File: config.mk
export PLATFORM = sky130hd
export DESIGN_NAME = sdd_gain_filter
export DESIGN_NICKNAME = d
export VERILOG_FILES = /design/src/sdd_pkg.sv /design/src/sdd_gain_filter.sv
export SDC_FILE = /design/constraint.sdc
export NUM_CORES = 1
export LEC_CHECK = 0
export ABC_AREA = 1
export BUFFER_PORTS_ARGS = -buffer_cell sky130_fd_sc_hd__buf_4
export CAP_MARGIN = 40
export CORE_AREA = 4 4 270 272
export CTS_BUF_LIST = sky130_fd_sc_hd__clkbuf_8 sky130_fd_sc_hd__clkbuf_16
export DETAILED_ROUTE_END_ITERATION = 12
export DIE_AREA = 0 0 274 276
export HOLD_SLACK_MARGIN = 0.15
export SLEW_MARGIN = 20
export SYNTH_ARGS = -nofsm -noshare
export SYNTH_HDL_FRONTEND = slang
export SYNTH_SLANG_ARGS = --single-unit
File: constraint.sdc
create_clock -name clock_i -period 14.85 [get_ports clock_i]
set_input_delay 2.2275 -clock clock_i [delete_from_list [all_inputs] [get_ports clock_i]]
set_output_delay 2.2275 -clock clock_i [all_outputs]
set_load 0.05 [all_outputs]
File: src/sdd_pkg.sv
package sdd_pkg;
   // Modulator bit rate is the master clock divided by this.
   localparam int unsigned MOD_DIV = 128;
   // Notch period in master clocks is this times the notch code.
   localparam int unsigned NOTCH_MUL = 512;
   localparam int unsigned DEC_SHIFT = $clog2(NOTCH_MUL / MOD_DIV);
   localparam int unsigned ACC_W_DEF = 40;
   localparam int unsigned SETTLE_WORDS = 3;
   localparam int unsigned FE_GAIN_MAX = 3;
   localparam logic [3:0] REG_CTRL = 4'h0;
   localparam logic [3:0] REG_STAT = 4'h4;
   localparam logic [3:0] REG_DATA = 4'h8;
   localparam logic [23:0] CTRL_RST = 24'h028b08;
   localparam logic [23:0] MIDSCALE = 24'h800000;
   localparam logic [10:0] CODE_MIN = 11'h00a;

   typedef struct packed {
      logic [4:0] rsv_hi;
      logic [10:0] notch_code;
      logic [1:0] rsv_lo;
      logic twos;
      logic burnout;
      logic bipolar;
      logic [2:0] gain;
   } sdd_ctrl_t;

   typedef struct packed {
      logic read;
      logic write;
      logic [3:0] address;
      logic [31:0] writedata;
      logic [3:0] byteenable;
   } sdd_avs_req_t;
endpackage

File: src/sdd_gain_filter.sv
// How it works
// - Input sample rate doubles per gain, caps at eight.
// - Gains one to eight by repeated input sampling.
// - Gains sixteen to 128 made digitally after filter.
// - Polarity bit never changes input sampling.
// - Bit 4 drives burn-out source, off after reset.
// - Datapath saturates instead of wrapping on overrange.
// - Modulator bit taken every 128 master clocks.
// - Each modulator bit widened to a 40-bit word.
// - Third-order integrator-comb decimator, no multipliers.
// - Decimation set by 11-bit notch code.
// - One output word per notch period.
// - Step settles within three to four periods.
// - Response shape independent of clock and code.
// - Bipolar zero input reads 800000 hex in offset binary, 000000 in two's complement.
// - Bipolar offset or two's complement, unipolar binary.
// - Writing upper control bytes resynchronises and clears ready.
// - Ready asserts after three periods from resync.
//
// Our own choices: the register offsets and register access over Avalon-MM.
module sdd_gain_filter
   import sdd_pkg::*;
#(
   parameter int unsigned ACC_W = ACC_W_DEF
) (
   input wire logic clock_i,
   input wire logic sys_rst_i,
   input wire sdd_avs_req_t avs_i,
   output logic [31:0] avs_readdata_o,
   output logic avs_waitrequest_o,
   input wire logic mod_bit_i,
   output logic input_sample_o,
   output logic [1:0] input_gain_amplifier_o,
   output logic burnout_source_enable_o,
   output logic result_valid_n_o
);
   typedef enum logic {PH_SETTLE, PH_RUN} sdd_phase_t;

   typedef struct packed {
      sdd_ctrl_t ctrl;
      logic [1:0] mod_sync;
      logic [6:0] mod_div;
      logic [6:0] smp_div;
      logic [2:0][ACC_W-1:0] integ;
      logic [2:0][ACC_W-1:0] dly;
      logic [12:0] dec_cnt;
      logic [1:0] words;
      sdd_phase_t phase;
      logic [23:0] data;
      logic valid_n;
      logic waitreq;
      logic [31:0] rdata;
      logic isamp;
      logic [1:0] gsel;
      logic bo;
   } sdd_state_t;

   localparam sdd_state_t ST_RST = '{ctrl: CTRL_RST, valid_n: 1'b1, waitreq: 1'b1,
                                    phase: PH_SETTLE, default: '0};

   sdd_state_t st_r;
   sdd_state_t st_nxt;

   function automatic logic [3:0] sdd_clog2(input logic [12:0] v);
      logic [3:0] n;
      n = 4'h0;
      for (int i = 0; i < 13; i++) begin
         if ((13'h0001 << i) < v) begin
            n = 4'(i + 1);
         end
      end
      return n;
   endfunction

   logic mod_tick;
   logic dec_evt;
   logic acc_done;
   logic wr_ctrl;
   logic resync;
   logic rd_data;
   logic [1:0] fe_gain;
   logic [3:0] dig_gain;
   logic [6:0] smp_period;
   logic [ACC_W-1:0] x_word;
   logic [ACC_W-1:0] n0;
   logic [ACC_W-1:0] n1;
   logic [ACC_W-1:0] n2;
   logic [ACC_W-1:0] c1;
   logic [ACC_W-1:0] c2;
   logic [ACC_W-1:0] c3;
   logic [12:0] ratio;
   logic [5:0] shift;
   logic signed [63:0] wide;
   logic signed [ACC_W-1:0] sat;
   logic [23:0] res24;
   logic [23:0] coded;

   always_comb begin
      st_nxt = st_r;
      // Bipolar and coding bits are not looked at here by design.
      fe_gain = (st_r.ctrl.gain > 3'(FE_GAIN_MAX)) ? 2'(FE_GAIN_MAX) : st_r.ctrl.gain[1:0];
      dig_gain = (st_r.ctrl.gain > 3'(FE_GAIN_MAX)) ? 4'(st_r.ctrl.gain - 3'(FE_GAIN_MAX)) : 4'h0;
      smp_period = 7'((MOD_DIV >> fe_gain) - 1);
      mod_tick = (st_r.mod_div == 7'h00);
      ratio = 13'({st_r.ctrl.notch_code, DEC_SHIFT'(0)});
      dec_evt = mod_tick && (st_r.dec_cnt == 13'h0000);

      acc_done = !st_r.waitreq;
      wr_ctrl = acc_done && avs_i.write && (avs_i.address == REG_CTRL);
      resync = wr_ctrl && (avs_i.byteenable[2] || avs_i.byteenable[1]);
      rd_data = acc_done && avs_i.read && (avs_i.address == REG_DATA);

      // Synchroniser for the modulator bit; the second stage alone is used.
      st_nxt.mod_sync = {st_r.mod_sync[0], mod_bit_i};
      st_nxt.mod_div = mod_tick ? 7'(MOD_DIV - 1) : 7'(st_r.mod_div - 7'h01);
      st_nxt.isamp = (st_r.smp_div == 7'h00);
      st_nxt.smp_div = (st_r.smp_div == 7'h00 || st_r.smp_div > smp_period) ?
                       smp_period : 7'(st_r.smp_div - 7'h01);
      st_nxt.gsel = fe_gain;
      st_nxt.bo = st_r.ctrl.burnout;

      // One modulator bit becomes +1 or -1 at full accumulator width.
      x_word = {{(ACC_W-1){~st_r.mod_sync[1]}}, 1'b1};
      n0 = st_r.integ[0] + x_word;
      n1 = st_r.integ[1] + n0;
      n2 = st_r.integ[2] + n1;
      c1 = n2 - st_r.dly[0];
      c2 = c1 - st_r.dly[1];
      c3 = c2 - st_r.dly[2];
      // Gain of the filter is ratio cubed; a shift divides by ratio rounded up to a power of two,
      // cubed, so the level stays the same across codes only where ratio is a power of two.
      shift = 6'(ACC_W - 1 - 3 * sdd_clog2(ratio)) + 6'(dig_gain);
      wide = 64'($signed(c3)) <<< shift;
      // Modular integrators are exact; only the scaled result can overflow.
      if (wide > 64'($signed({1'b0, {(ACC_W-1){1'b1}}}))) begin
         sat = {1'b0, {(ACC_W-1){1'b1}}};
      end else if (wide < 64'($signed({1'b1, {(ACC_W-1){1'b0}}}))) begin
         sat = {1'b1, {(ACC_W-1){1'b0}}};
      end else begin
         sat = ACC_W'(wide);
      end
      res24 = sat[ACC_W-1 -: 24];
      if (!st_r.ctrl.bipolar) begin
         coded = res24[23] ? 24'h000000 : {res24[22:0], 1'b0};
      end else if (st_r.ctrl.twos) begin
         coded = res24;
      end else begin
         coded = res24 ^ MIDSCALE;
      end

      if (mod_tick) begin
         st_nxt.integ = {n2, n1, n0};
         st_nxt.dec_cnt = dec_evt ? 13'(ratio - 13'h0001) : 13'(st_r.dec_cnt - 13'h0001);
      end
      if (dec_evt) begin
         st_nxt.dly = {c2, c1, n2};
         if (st_r.phase == PH_SETTLE) begin
            st_nxt.words = 2'(st_r.words + 2'h1);
            if (st_r.words == 2'(SETTLE_WORDS - 1)) begin
               st_nxt.phase = PH_RUN;
            end
         end
      end

      // A read of the result raises ready; a new word in the same cycle wins.
      if (rd_data) begin
         st_nxt.valid_n = 1'b1;
      end
      if (dec_evt && (st_r.phase == PH_RUN || st_r.words == 2'(SETTLE_WORDS - 1))) begin
         st_nxt.data = coded;
         st_nxt.valid_n = 1'b0;
      end

      if (wr_ctrl) begin
         for (int b = 0; b < 3; b++) begin
            if (avs_i.byteenable[b]) begin
               st_nxt.ctrl[8*b +: 8] = avs_i.writedata[8*b +: 8];
            end
         end
      end
      if (resync) begin
         st_nxt.integ = '0;
         st_nxt.dly = '0;
         st_nxt.mod_div = 7'(MOD_DIV - 1);
         // A full ratio of ticks must pass before the first word is counted, or the
         // third word would arrive before three whole periods of input had been seen.
         st_nxt.dec_cnt = 13'({st_nxt.ctrl.notch_code, DEC_SHIFT'(0)}) - 13'h0001;
         st_nxt.words = 2'h0;
         st_nxt.phase = PH_SETTLE;
         st_nxt.valid_n = 1'b1;
      end

      // One wait cycle per access; unmapped reads return zero.
      st_nxt.waitreq = !((avs_i.read || avs_i.write) && st_r.waitreq);
      st_nxt.rdata = 32'h00000000;
      if (avs_i.read && st_r.waitreq) begin
         case (avs_i.address)
            REG_CTRL: st_nxt.rdata = {8'h00, st_r.ctrl};
            REG_STAT: st_nxt.rdata = {30'h0, st_r.phase == PH_RUN, ~st_r.valid_n};
            REG_DATA: st_nxt.rdata = {8'h00, st_r.data};
            default: st_nxt.rdata = 32'h00000000;
         endcase
      end else if (!st_r.waitreq) begin
         st_nxt.rdata = st_r.rdata;
      end
   end

   always_ff @(posedge clock_i) begin
      if (sys_rst_i) begin
         st_r <= ST_RST;
      end else begin
         st_r <= st_nxt;
      end
   end

   assign avs_readdata_o = st_r.rdata;
   assign avs_waitrequest_o = st_r.waitreq;
   assign input_sample_o = st_r.isamp;
   assign input_gain_amplifier_o = st_r.gsel;
   assign burnout_source_enable_o = st_r.bo;
   assign result_valid_n_o = st_r.valid_n;
endmodule

# Word level (Yosys, flattened, before mapping)

Index checks and enable logic that the tools add are counted.

Output and inout port bits: 38
Register bits: 358
Input bits: 45
Word-level logic and storage cells: 133

Reductions and logical operators: 26
Multipliers: 1
Eq/ne operators: 3
Shift operators: 2
Bitwise operators: 4
Add/sub/neg operators: 16
$lt $le $gt $ge: 17
Muxes and demuxes: 38

Operators with widths:

| operator                                                        | number |
|---|---|
| adder 40 bit                                                    | 3 |
| subtractor 40 bit                                               | 3 |
| two-way mux 40 bit                                              | 2 |
| two-way mux 24 bit                                              | 3 |
| one-hot mux 24 bit (3 select lines)                             | 1 |
| greater-than comparator 64 x 40 -> 1 bit, second input constant | 1 |
| < comparator 64 x 40 -> 1 bit, second input constant            | 1 |
| two-way mux 32 bit                                              | 2 |
| <<< shifter 40 x 6 -> 64 bit                                    | 1 |
| two-way mux 4 bit                                               | 11 |
| subtractor 13 x 1 -> 13 bit, second input constant              | 3 |
| two-way mux 13 bit                                              | 2 |
| two-way mux 7 bit                                               | 3 |
| subtractor 7 x 1 -> 7 bit, second input constant                | 3 |
| two-way mux 19 bit                                              | 1 |
| two-way mux 16 bit                                              | 1 |
| two-way mux 8 bit                                               | 2 |
| logical NOT 7 bit                                               | 2 |
| logical NOT 13 bit                                              | 1 |
| < comparator 1 x 13 -> 1 bit, first input constant              | 1 |
| < comparator 10 x 13 -> 1 bit, first input constant             | 1 |
| < comparator 11 x 13 -> 1 bit, first input constant             | 1 |
| < comparator 12 x 13 -> 1 bit, first input constant             | 1 |
| < comparator 13 bit, first input constant                       | 1 |
| other kinds (30)                                                | 56 |

# Longest topological paths before layout

Gate-level depths: netlist of run 1.

Word-level depth: 24
Mapped depth: 80
Mapped depth without buffers: 79

# Worst setup path after synthesis of run 1

Ideal clock, no wire load.

Path type: reg-to-reg
Start: register st_r[333] (netlist name)
End: register st_r[57] (netlist name)
Period minus slack after synthesis: 10891 ps
Stages on the path, launching flop included: 78
Setup time: 56 ps
Data arrival time: 10835 ps
Path buffers: 1
Required time: 14794 ps
Slack: 3959 ps
Cell sequence: dfxtp_1 -> inv_1 -> ha_1 -> or2_1 -> nand2_1 -> xnor2_1 -> ha_1 -> nand2_1 -> nor2_1 -> a211oi_1 -> o21ai_1 -> nand3_1 -> nand2_1 -> a21o_1 -> a21oi_1 -> o21ai_1 -> nand3_1 -> nand2_1 -> (+42 left out) -> nand3_2 -> nand3_1 -> nand3_1 -> nand3_1 -> nand2_1 -> nand2_1 -> nor2_1 -> nand2_1 -> nor2_1 -> nand3_2 -> nand2_4 -> buf_6 -> nand2_2 -> nand2_1 -> nand2_1 -> nand3_1 -> nand2_1 -> inv_1

Longest elaborated chain between the ends: 13
Elaborated cells between the ends (all ways): 15
Classes of those cells: add/sub (6); order compare (2); shift (1); mux (5); bitwise (1)

RTL lines:

| item                                  | RTL line                                       | source |
|---|---|---|
| start, declared                       | sdd_gain_filter.sv:61                          | `sdd_state_t st_r;` |
| start signal, assigned                | sdd_gain_filter.sv:212                         | `st_r <= st_nxt;` |
| NOT 1 bit *                           | sdd_gain_filter.sv:123                         | `x_word = {{(ACC_W-1){~st_r.mod_sync[1]}}, 1'b1};` |
| adder 40 bit *                        | sdd_gain_filter.sv:124                         | `n0 = st_r.integ[0] + x_word;` |
| via n0[3]                             | sdd_gain_filter.sv:85                          | `logic [ACC_W-1:0] n0;` |
| adder 40 bit *                        | sdd_gain_filter.sv:125                         | `n1 = st_r.integ[1] + n0;` |
| via n1[14]                            | sdd_gain_filter.sv:86                          | `logic [ACC_W-1:0] n1;` |
| adder 40 bit *                        | sdd_gain_filter.sv:126                         | `n2 = st_r.integ[2] + n1;` |
| via n2[15]                            | sdd_gain_filter.sv:87                          | `logic [ACC_W-1:0] n2;` |
| subtractor 40 bit *                   | sdd_gain_filter.sv:127                         | `c1 = n2 - st_r.dly[0];` |
| via c1[22]                            | sdd_gain_filter.sv:88                          | `logic [ACC_W-1:0] c1;` |
| (+1 left out)                         | -                                              |  |
| via c2[33]                            | sdd_gain_filter.sv:89                          | `logic [ACC_W-1:0] c2;` |
| subtractor 40 bit *                   | sdd_gain_filter.sv:129                         | `c3 = c2 - st_r.dly[2];` |
| <<< shifter 40 x 6 -> 64 bit *        | sdd_gain_filter.sv:133                         | `wide = 64'($signed(c3)) <<< shift;` |
| < comparator 64 x 40 -> 1 bit         | sdd_gain_filter.sv:137                         | `end else if (wide < 64'($signed({1'b1, {(ACC_W-1){1'b0}}}))) begin` |
| two-way mux 40 bit                    | sdd_gain_filter.sv:137                         |  |
| two-way mux 40 bit *                  | sdd_gain_filter.sv:135                         | `if (wide > 64'($signed({1'b0, {(ACC_W-1){1'b1}}}))) begin` |
| two-way mux 24 bit (on tied branches) | sdd_gain_filter.sv:144, sdd_gain_filter.sv:145 |  |
| two-way mux 24 bit *                  | sdd_gain_filter.sv:143                         | `if (!st_r.ctrl.bipolar) begin` |

The timed path passes the listed nets; every way through them passes the cells marked *.
A chain may end at the register's enable or synchronous reset.

# Worst setup path in the final report of run 1

Start: register st_r[333] (netlist name)
End: register st_r[50] (netlist name)

The elaborated chain is that of the path after synthesis.

==> results of run 1 <==
[state kept, by name, indices dropped and copies added (netlist names)]
register	flops
st_r	307
result_valid_n_o	1
avs_readdata_o	24
burnout_source_enable_o	1
input_gain_amplifier_o	2
st_nxt	2
input_sample_o	1
ratio	11
avs_waitrequest_o	1
[per-layer routing]
metal  vias to the layer above  global-route usage [%]
met1                     12100                    25.0
li1                      14800                       -
met2                       279                    33.2
met5                         -                       0
met3                        85                    1.88
met4                         0                    4.38
[final timing paths]
kind	endpoint	slack (ns)	cells after the start
setup / recovery	st_r[50]	2.04	76
hold / removal	st_r[325]	0.44	1
setup reg to reg	st_r[50]	2.04	76
hold reg to reg	st_r[325]	0.44	1
[stage by stage]
stage / std cells / hold WS [ns] / setup slack, ns / cell area [um^2]
CTS: 5548 / 0.440 / 1.94 / 32100
global placement: 5459 / 0.423 / 1.97 / 30400
global route: 5549 / 0.473 / 0.468 / 32100
detailed placement: 5466 / 0.431 / 1.97 / 30500
finish: 5549 / 0.437 / 2.04 / 32100
floorplan: 4619 / 0.388 / 3.96 / 29400
[worst max-delay path, delay by kind of cell (launching register included)]
kind | cells | cell delay [ns]
fa+ha+maj | 6 | 1.99
compound gates | 22 | 4.17
simple gates | 37 | 4.32
buf+inv | 5 | 0.75
xor+xnor | 6 | 1.15
flops | 1 | 0.34
[placed cells by master, fill, tap and decap left out, types with 8 or more instances in the layout]
cell type,instances
o21bai_1,13
ha_1,256
clkbuf_8,8
nor2_1,444
nor3_1,19
buf_4,91
inv_1,683
nand2_2,15
o22ai_1,18
a21o_1,13
nand2_1,928
a21oi_1,472
o211ai_1,22
nand3_2,19
a31oi_1,34
xnor2_1,94
o21ai_0,418
o21ai_1,60
o21a_1,19
xor2_1,148
fa_1,10
dfxtp_1,350
nand4_1,22
clkbuf_16,46
nand3_1,244
conb_1,9
a21boi_1,22
or2_2,12
[cell type report]
cell class	count	area share, %
timing repair buffer	98	2.63
multi-input combinational	3387	59.0
inverter	682	7.99
tap	950	3.70
sequential	350	21.8
clock inverter	28	1.01
clock buffer	54	3.92
[logic make-up after synthesis]
logic type               synth area share, %
AND/OR/NAND/NOR                         24.7
AO/OA/AOI/OAI                           20.6
buffers and inverters                   11.9
flip-flops                              23.9
adder cells (fa/ha/maj)                 11.6
XOR/XNOR                                7.36
multiplexers                          0.0682
other                                 0.0128
==> qor.yml, run 1 <==
critical_path:
  critical_path_peak_fanout: 25
  endpoint_type_of_the_worst_setup_path: "flop"
  arrival_ns: 13.31
  reg2reg_from: "st_r[333]"
  crit_slowest_cell: "inv_1"
  worstSetupPathType: "reg -> reg"
  startpoint_type: "flop"
  crit_path_frequent_cell: "nand2_1"
  setup.worst_path.start: "st_r[333]"
  slowest_delay_ns: 0.38
  critical_path_required_ns: 15.34
timing:
  fin_crit_sh_pct: 86.3
  relSlewSlack_pct: 45.9
  fin_tns_setup_ns: 0
  setup_repair_after_global_routing_missed_its_margin: "false"
  worst_slew_pin_slew_ns: 0.812
  final_max_slew_viol_count: 0
  max_freq_mhz: 78.0
  report.final.setup_viol: 0
  hold_violations: 0
  finClkSkew_ns: 0.0409
  period_minus_ws_final_ns: 12.81
layout:
  drive_above_1_share_pct: 5.41
  final_net_count: 4875
  syn_to_final_growth_pct: 9.45
  final_core_util_pct: 45.4
  regArea_um2: 7010
  total_of_fill_cells_in_the_finished_design: 7536
  multi_input_comb_area_um2: 19000
  antenna_cells: 0
floorplan:
  initial_utilization_pct: 41.5
  row_count: 98
  core-area_um2: 70800
  pin_count: 83
  fp.dieW_um: 274
  die_area_um2: 75600
  die_outline_height_um: 276
synth:
  share_of_flip_flops_with_an_asynchronous_set_or_reset_after_synthesis_pct: 0
  synthesis.yosys.warnings: 0
  synth-seq-cells: 350
  synth_cell_types: 59
  synth_ff_type: "dfxtp_1"
  post-synth-top-area-fraction_pct: 23.9
  post-synth-top-count-cell: "nand2_1"
  part_of_the_yosys_area_used_for_sequential_elements_pct: 23.9
  synth.cell_area_um2: 29400
  synth.cells.most_frequent: "nand2_1, inv_1, a21oi_1"
  synth_cells: 4611
  synth_edf_count: 0
  post-synth-top-area-cell: "dfxtp_1"
  leading_cell_types_by_total_area_after_synthesis: "dfxtp_1, nand2_1, ha_1"
  synth.avg_cell_area_um2: 6.37
drt:
  wl_per_cell_um: 13.2
  finalWirelength_mm: 73.1
  detailedRoute.firstPassIterationCount: 5
  remaining_drc_errors: 0
  ant_nets: 0
  detailroute.wirelength.met2_mm: 34.4
  dr_total_vias: 27300
  detailroute.wirelength.met3_mm: 1.94
  detailedRoute.firstIterationViolations: 1387
  route.detailed.vias_per_inst: 4.92
  route.layer.met1.wl_mm: 35.2
  topRoutingLayerUsed: "met4"
clocking:
  clock_tree_root_driver_cell: "clkbuf_16"
  cts.hold.buffers_added: 0
  cts-root-to-sink-buffers: 3
  post-cts-setup-buffer-count: 0
  clkTransAtPathRegs_ns: 0.06
  tritoncts: "built"
  worstSkewPairLatency_ns: 0.59
  num_cts_buffers: 45
  ctsResizeCount: 0
  cts.sink_count: 350
  cts-htree-levels: 2
grt:
  largest_net_degree_at_the_start_of_global_routing: 102
  antenna_found_initial: 1
  remaining_global_route_overflow: 0
  vias_in_the_first_global_route: 25800
  grt_pass1_wl_mm: 124
  grt.total_usage_pct: 18.9
place:
  gp_congestion: 0.890
  place.port_buffers: 65
  detailed_place_hpwl_mm: 54.9
run:
  drv.max_cap_violation_count: 0
worst_hold_path:
  worstHoldPathType: "reg -> reg"
  hold_path.startpoint: "st_r[325]"
status:
  outcome: "finished, final reports clean"
Power of run 1 is left out: the tool's default activity adds up to more than one toggle a clock period on the data nets, which glitch-free logic cannot reach.
==> run 2, diff against run 1 <==
clock period = 11.6 ns   (was 14.85 ns; I/O delays follow)
==> qor.yml, run 2 (synthesis gave the netlist of run 1 again) <==
drt:
  ant_nets: 0  # unchanged
  wl_per_cell_um: 12.9  # was 13.2 um
  remaining_drc_errors: 0  # unchanged
  detailedRoute.firstIterationViolations: 1274  # was 1387
  detailedRoute.firstPassIterationCount: 5  # unchanged
  route.detailed.vias_per_inst: 4.90  # was 4.92
  finalWirelength_mm: 75.9  # was 73.1 mm
  dr_total_vias: 28700  # was 27300
worst_hold_path:
  hold_end: "st_r[325]"  # unchanged
  hold_path_cell_cnt: 1  # unchanged
  worstHoldPathType: "reg -> reg"  # unchanged
  hold_path.startpoint: "st_r[325]"  # unchanged
clocking:
  clock_tree_root_driver_cell: "clkbuf_16"  # unchanged
  worstSkewPairLatency_ns: 0.58  # was 0.59 ns
  cts-root-to-sink-buffers: 3  # unchanged
  cts.sink_count: 350  # unchanged
  clkTransAtPathRegs_ns: 0.06  # about the same
  cts.hold.buffers_added: 0  # unchanged
  num_cts_buffers: 44  # was 45
  cts-htree-levels: 2  # unchanged
  tritoncts: "built"  # unchanged
layout:
  largest_register: "st_r"  # unchanged
  multi_input_comb_area_um2: 20300  # was 19000 um^2
  antenna_cells: 0  # unchanged
  final_net_count: 5191  # was 4875
  total_of_fill_cells_in_the_finished_design: 7292  # was 7536
  most-common-layout-cells: "nand2_1, inv_1, nor2_1"  # was nand2_1, inv_1, a21oi_1
  largest_register_ffs: 307  # unchanged
  drive_above_1_share_pct: 16.2  # was 5.41%
  regArea_um2: 7010  # about the same
  final_common_cell: "nand2_1"  # unchanged
  syn_to_final_growth_pct: 22.1  # was 9.45%
timing:
  period_minus_ws_final_ns: 11.10  # was 12.81 ns
  fin_crit_sh_pct: 95.7  # was 86.3%
  max_freq_mhz: 90.1  # was 78.0 MHz
  finClkSkew_ns: 0.0311  # was 0.0409 ns
  report.final.setup_viol: 0  # unchanged
  worst_slew_pin_slew_ns: 0.830  # was 0.812 ns
  setup_repair_after_global_routing_missed_its_margin: "true"  # was false
  final_max_slew_viol_count: 0  # unchanged
  relSlewSlack_pct: 44.5  # was 45.9%
  worst_slack_ns: 0.497  # was 2.04 ns
  finalHoldWorstSlack_ns: 0.437  # about the same
  hold_violations: 0  # unchanged
place:
  place.port_buffers: 65  # unchanged
  detailed_place_hpwl_mm: 56.8  # was 54.9 mm
  pre_cts_ws_ns: -0.224  # was 1.97 ns
  gp_congestion: 0.902  # was 0.890
grt:
  vias_in_the_first_global_route: 26600  # was 25800
  largest_net_degree_at_the_start_of_global_routing: 83  # was 102
  grt.total_usage_pct: 19.0  # was 18.9%
  grt_pass1_wl_mm: 124  # about the same
  remaining_global_route_overflow: 0  # unchanged
  antenna_found_initial: 0  # was 1
run:
  drv.max_cap_violation_count: 0  # unchanged
floorplan:
  pin_count: 83  # unchanged
  core-area_um2: 70800  # unchanged
  fp.dieW_um: 274  # unchanged
  initial_utilization_pct: 41.5  # unchanged
  die_area_um2: 75600  # unchanged
  row_count: 98  # unchanged
  die_outline_height_um: 276  # unchanged
critical_path:
  crit_path_frequent_cell: "nand3_1"  # was nand2_1
  critical_path_peak_fanout: 5  # was 25
  slowest_delay_ns: 0.35  # was 0.38 ns
  endpoint_type_of_the_worst_setup_path: "flop"  # unchanged
  arrival_ns: 11.59  # was 13.31 ns
  reg2reg_from: "st_r[333]"  # unchanged
  critical_path_required_ns: 12.08  # was 15.34 ns
  worst-r2r-setup-slack_ns: 0.50  # was 2.04 ns
  rr_endpoint: "st_r[57]"  # was st_r[50]
  worst-r2r-cell-count: 76  # unchanged
  worstSetupPathType: "reg -> reg"  # unchanged
  startpoint_type: "flop"  # unchanged
  crit_slowest_cell: "dfxtp_2"  # was inv_1
status:
  outcome: "finished, final reports clean"  # unchanged
## run 2: cell count changes in the layout (fill, tap and decap cells not counted), sizes merged
cell      delta
inv          +1
bufinv       -2
clkbuf       +2
nand2        +2
clkinv       +1
buf        +313
clkinvlp     -1
## run 2: layout make-up
type / count / share of cell area [%]
multi-input cells: 3389 / 56.7
flip-flops and latches: 350 / 19.5
repair buffers: 413 / 9.08
inverters: 682 / 7.19
clock buffers: 54 / 3.45
well taps: 950 / 3.31
clock inverters: 27 / 0.722
## run 2: worst max path at each step
| stage | start | slack (ns) | endpoint | depth (start not counted) |
|---|---|---|---|---|
| floorplan | st_r[333] | 0.71 | st_r[57] | 77 |
| CTS | st_r[333] | 0.003 | st_r[48] | 77 |
| global route | st_r[199] | -0.35 | st_r[57] | 79 |
| detailed placement | st_r[333] | -0.22 | st_r[48] | 76 |
| global placement | st_r[333] | -0.14 | st_r[48] | 78 |
| finish | st_r[333] | 0.50 | st_r[57] | 76 |
## run 2: per-layer routing
metal / vias up / track usage, % / share of wire, % / wire length (um)
li1: 15500 / - / - / -
met1: 12900 / 24.4 / 47 / 35800
met2: 281 / 34.3 / 49 / 36900
met3: 80 / 2.07 / 2.7 / 2020
met4: 0 / 3.50 / 1.6 / 1190
met5: - / 0 / 0 / 0
## run 2: through the flow
step	cell area, um^2	setup TNS, ns	util (%)	cells
4_1_cts	34100	0	48.2	5822
2_1_floorplan	29400	0	-	4619
6_report	35900	0	50.7	5865
5_1_grt	35900	-7.32	50.7	5865
3_5_place_dp	32600	-3.36	46.1	5741
3_3_place_gp	32500	-1.68	45.9	5735
## run 2: repair_timing
item                                    CTS  global route
gates cloned                              0             4
endpoints found under the hold margin     0             0
pin swaps                                 1           151
buffers inserted                          0            38
gates resized for setup                  11           299
endpoints found under the setup margin   24            24
## run 2: critical path, delay by kind of cell, from the launching register on
family,cells,cell delay (ns)
buffers and inverters,11,1.23
AO/OA/AOI/OAI,22,3.18
AND/OR/NAND/NOR,31,3.29
adder cells (fa/ha/maj),6,1.87
flip-flops,1,0.35
XOR/XNOR,6,1.09
Power of run 2 is left out for the same reason.
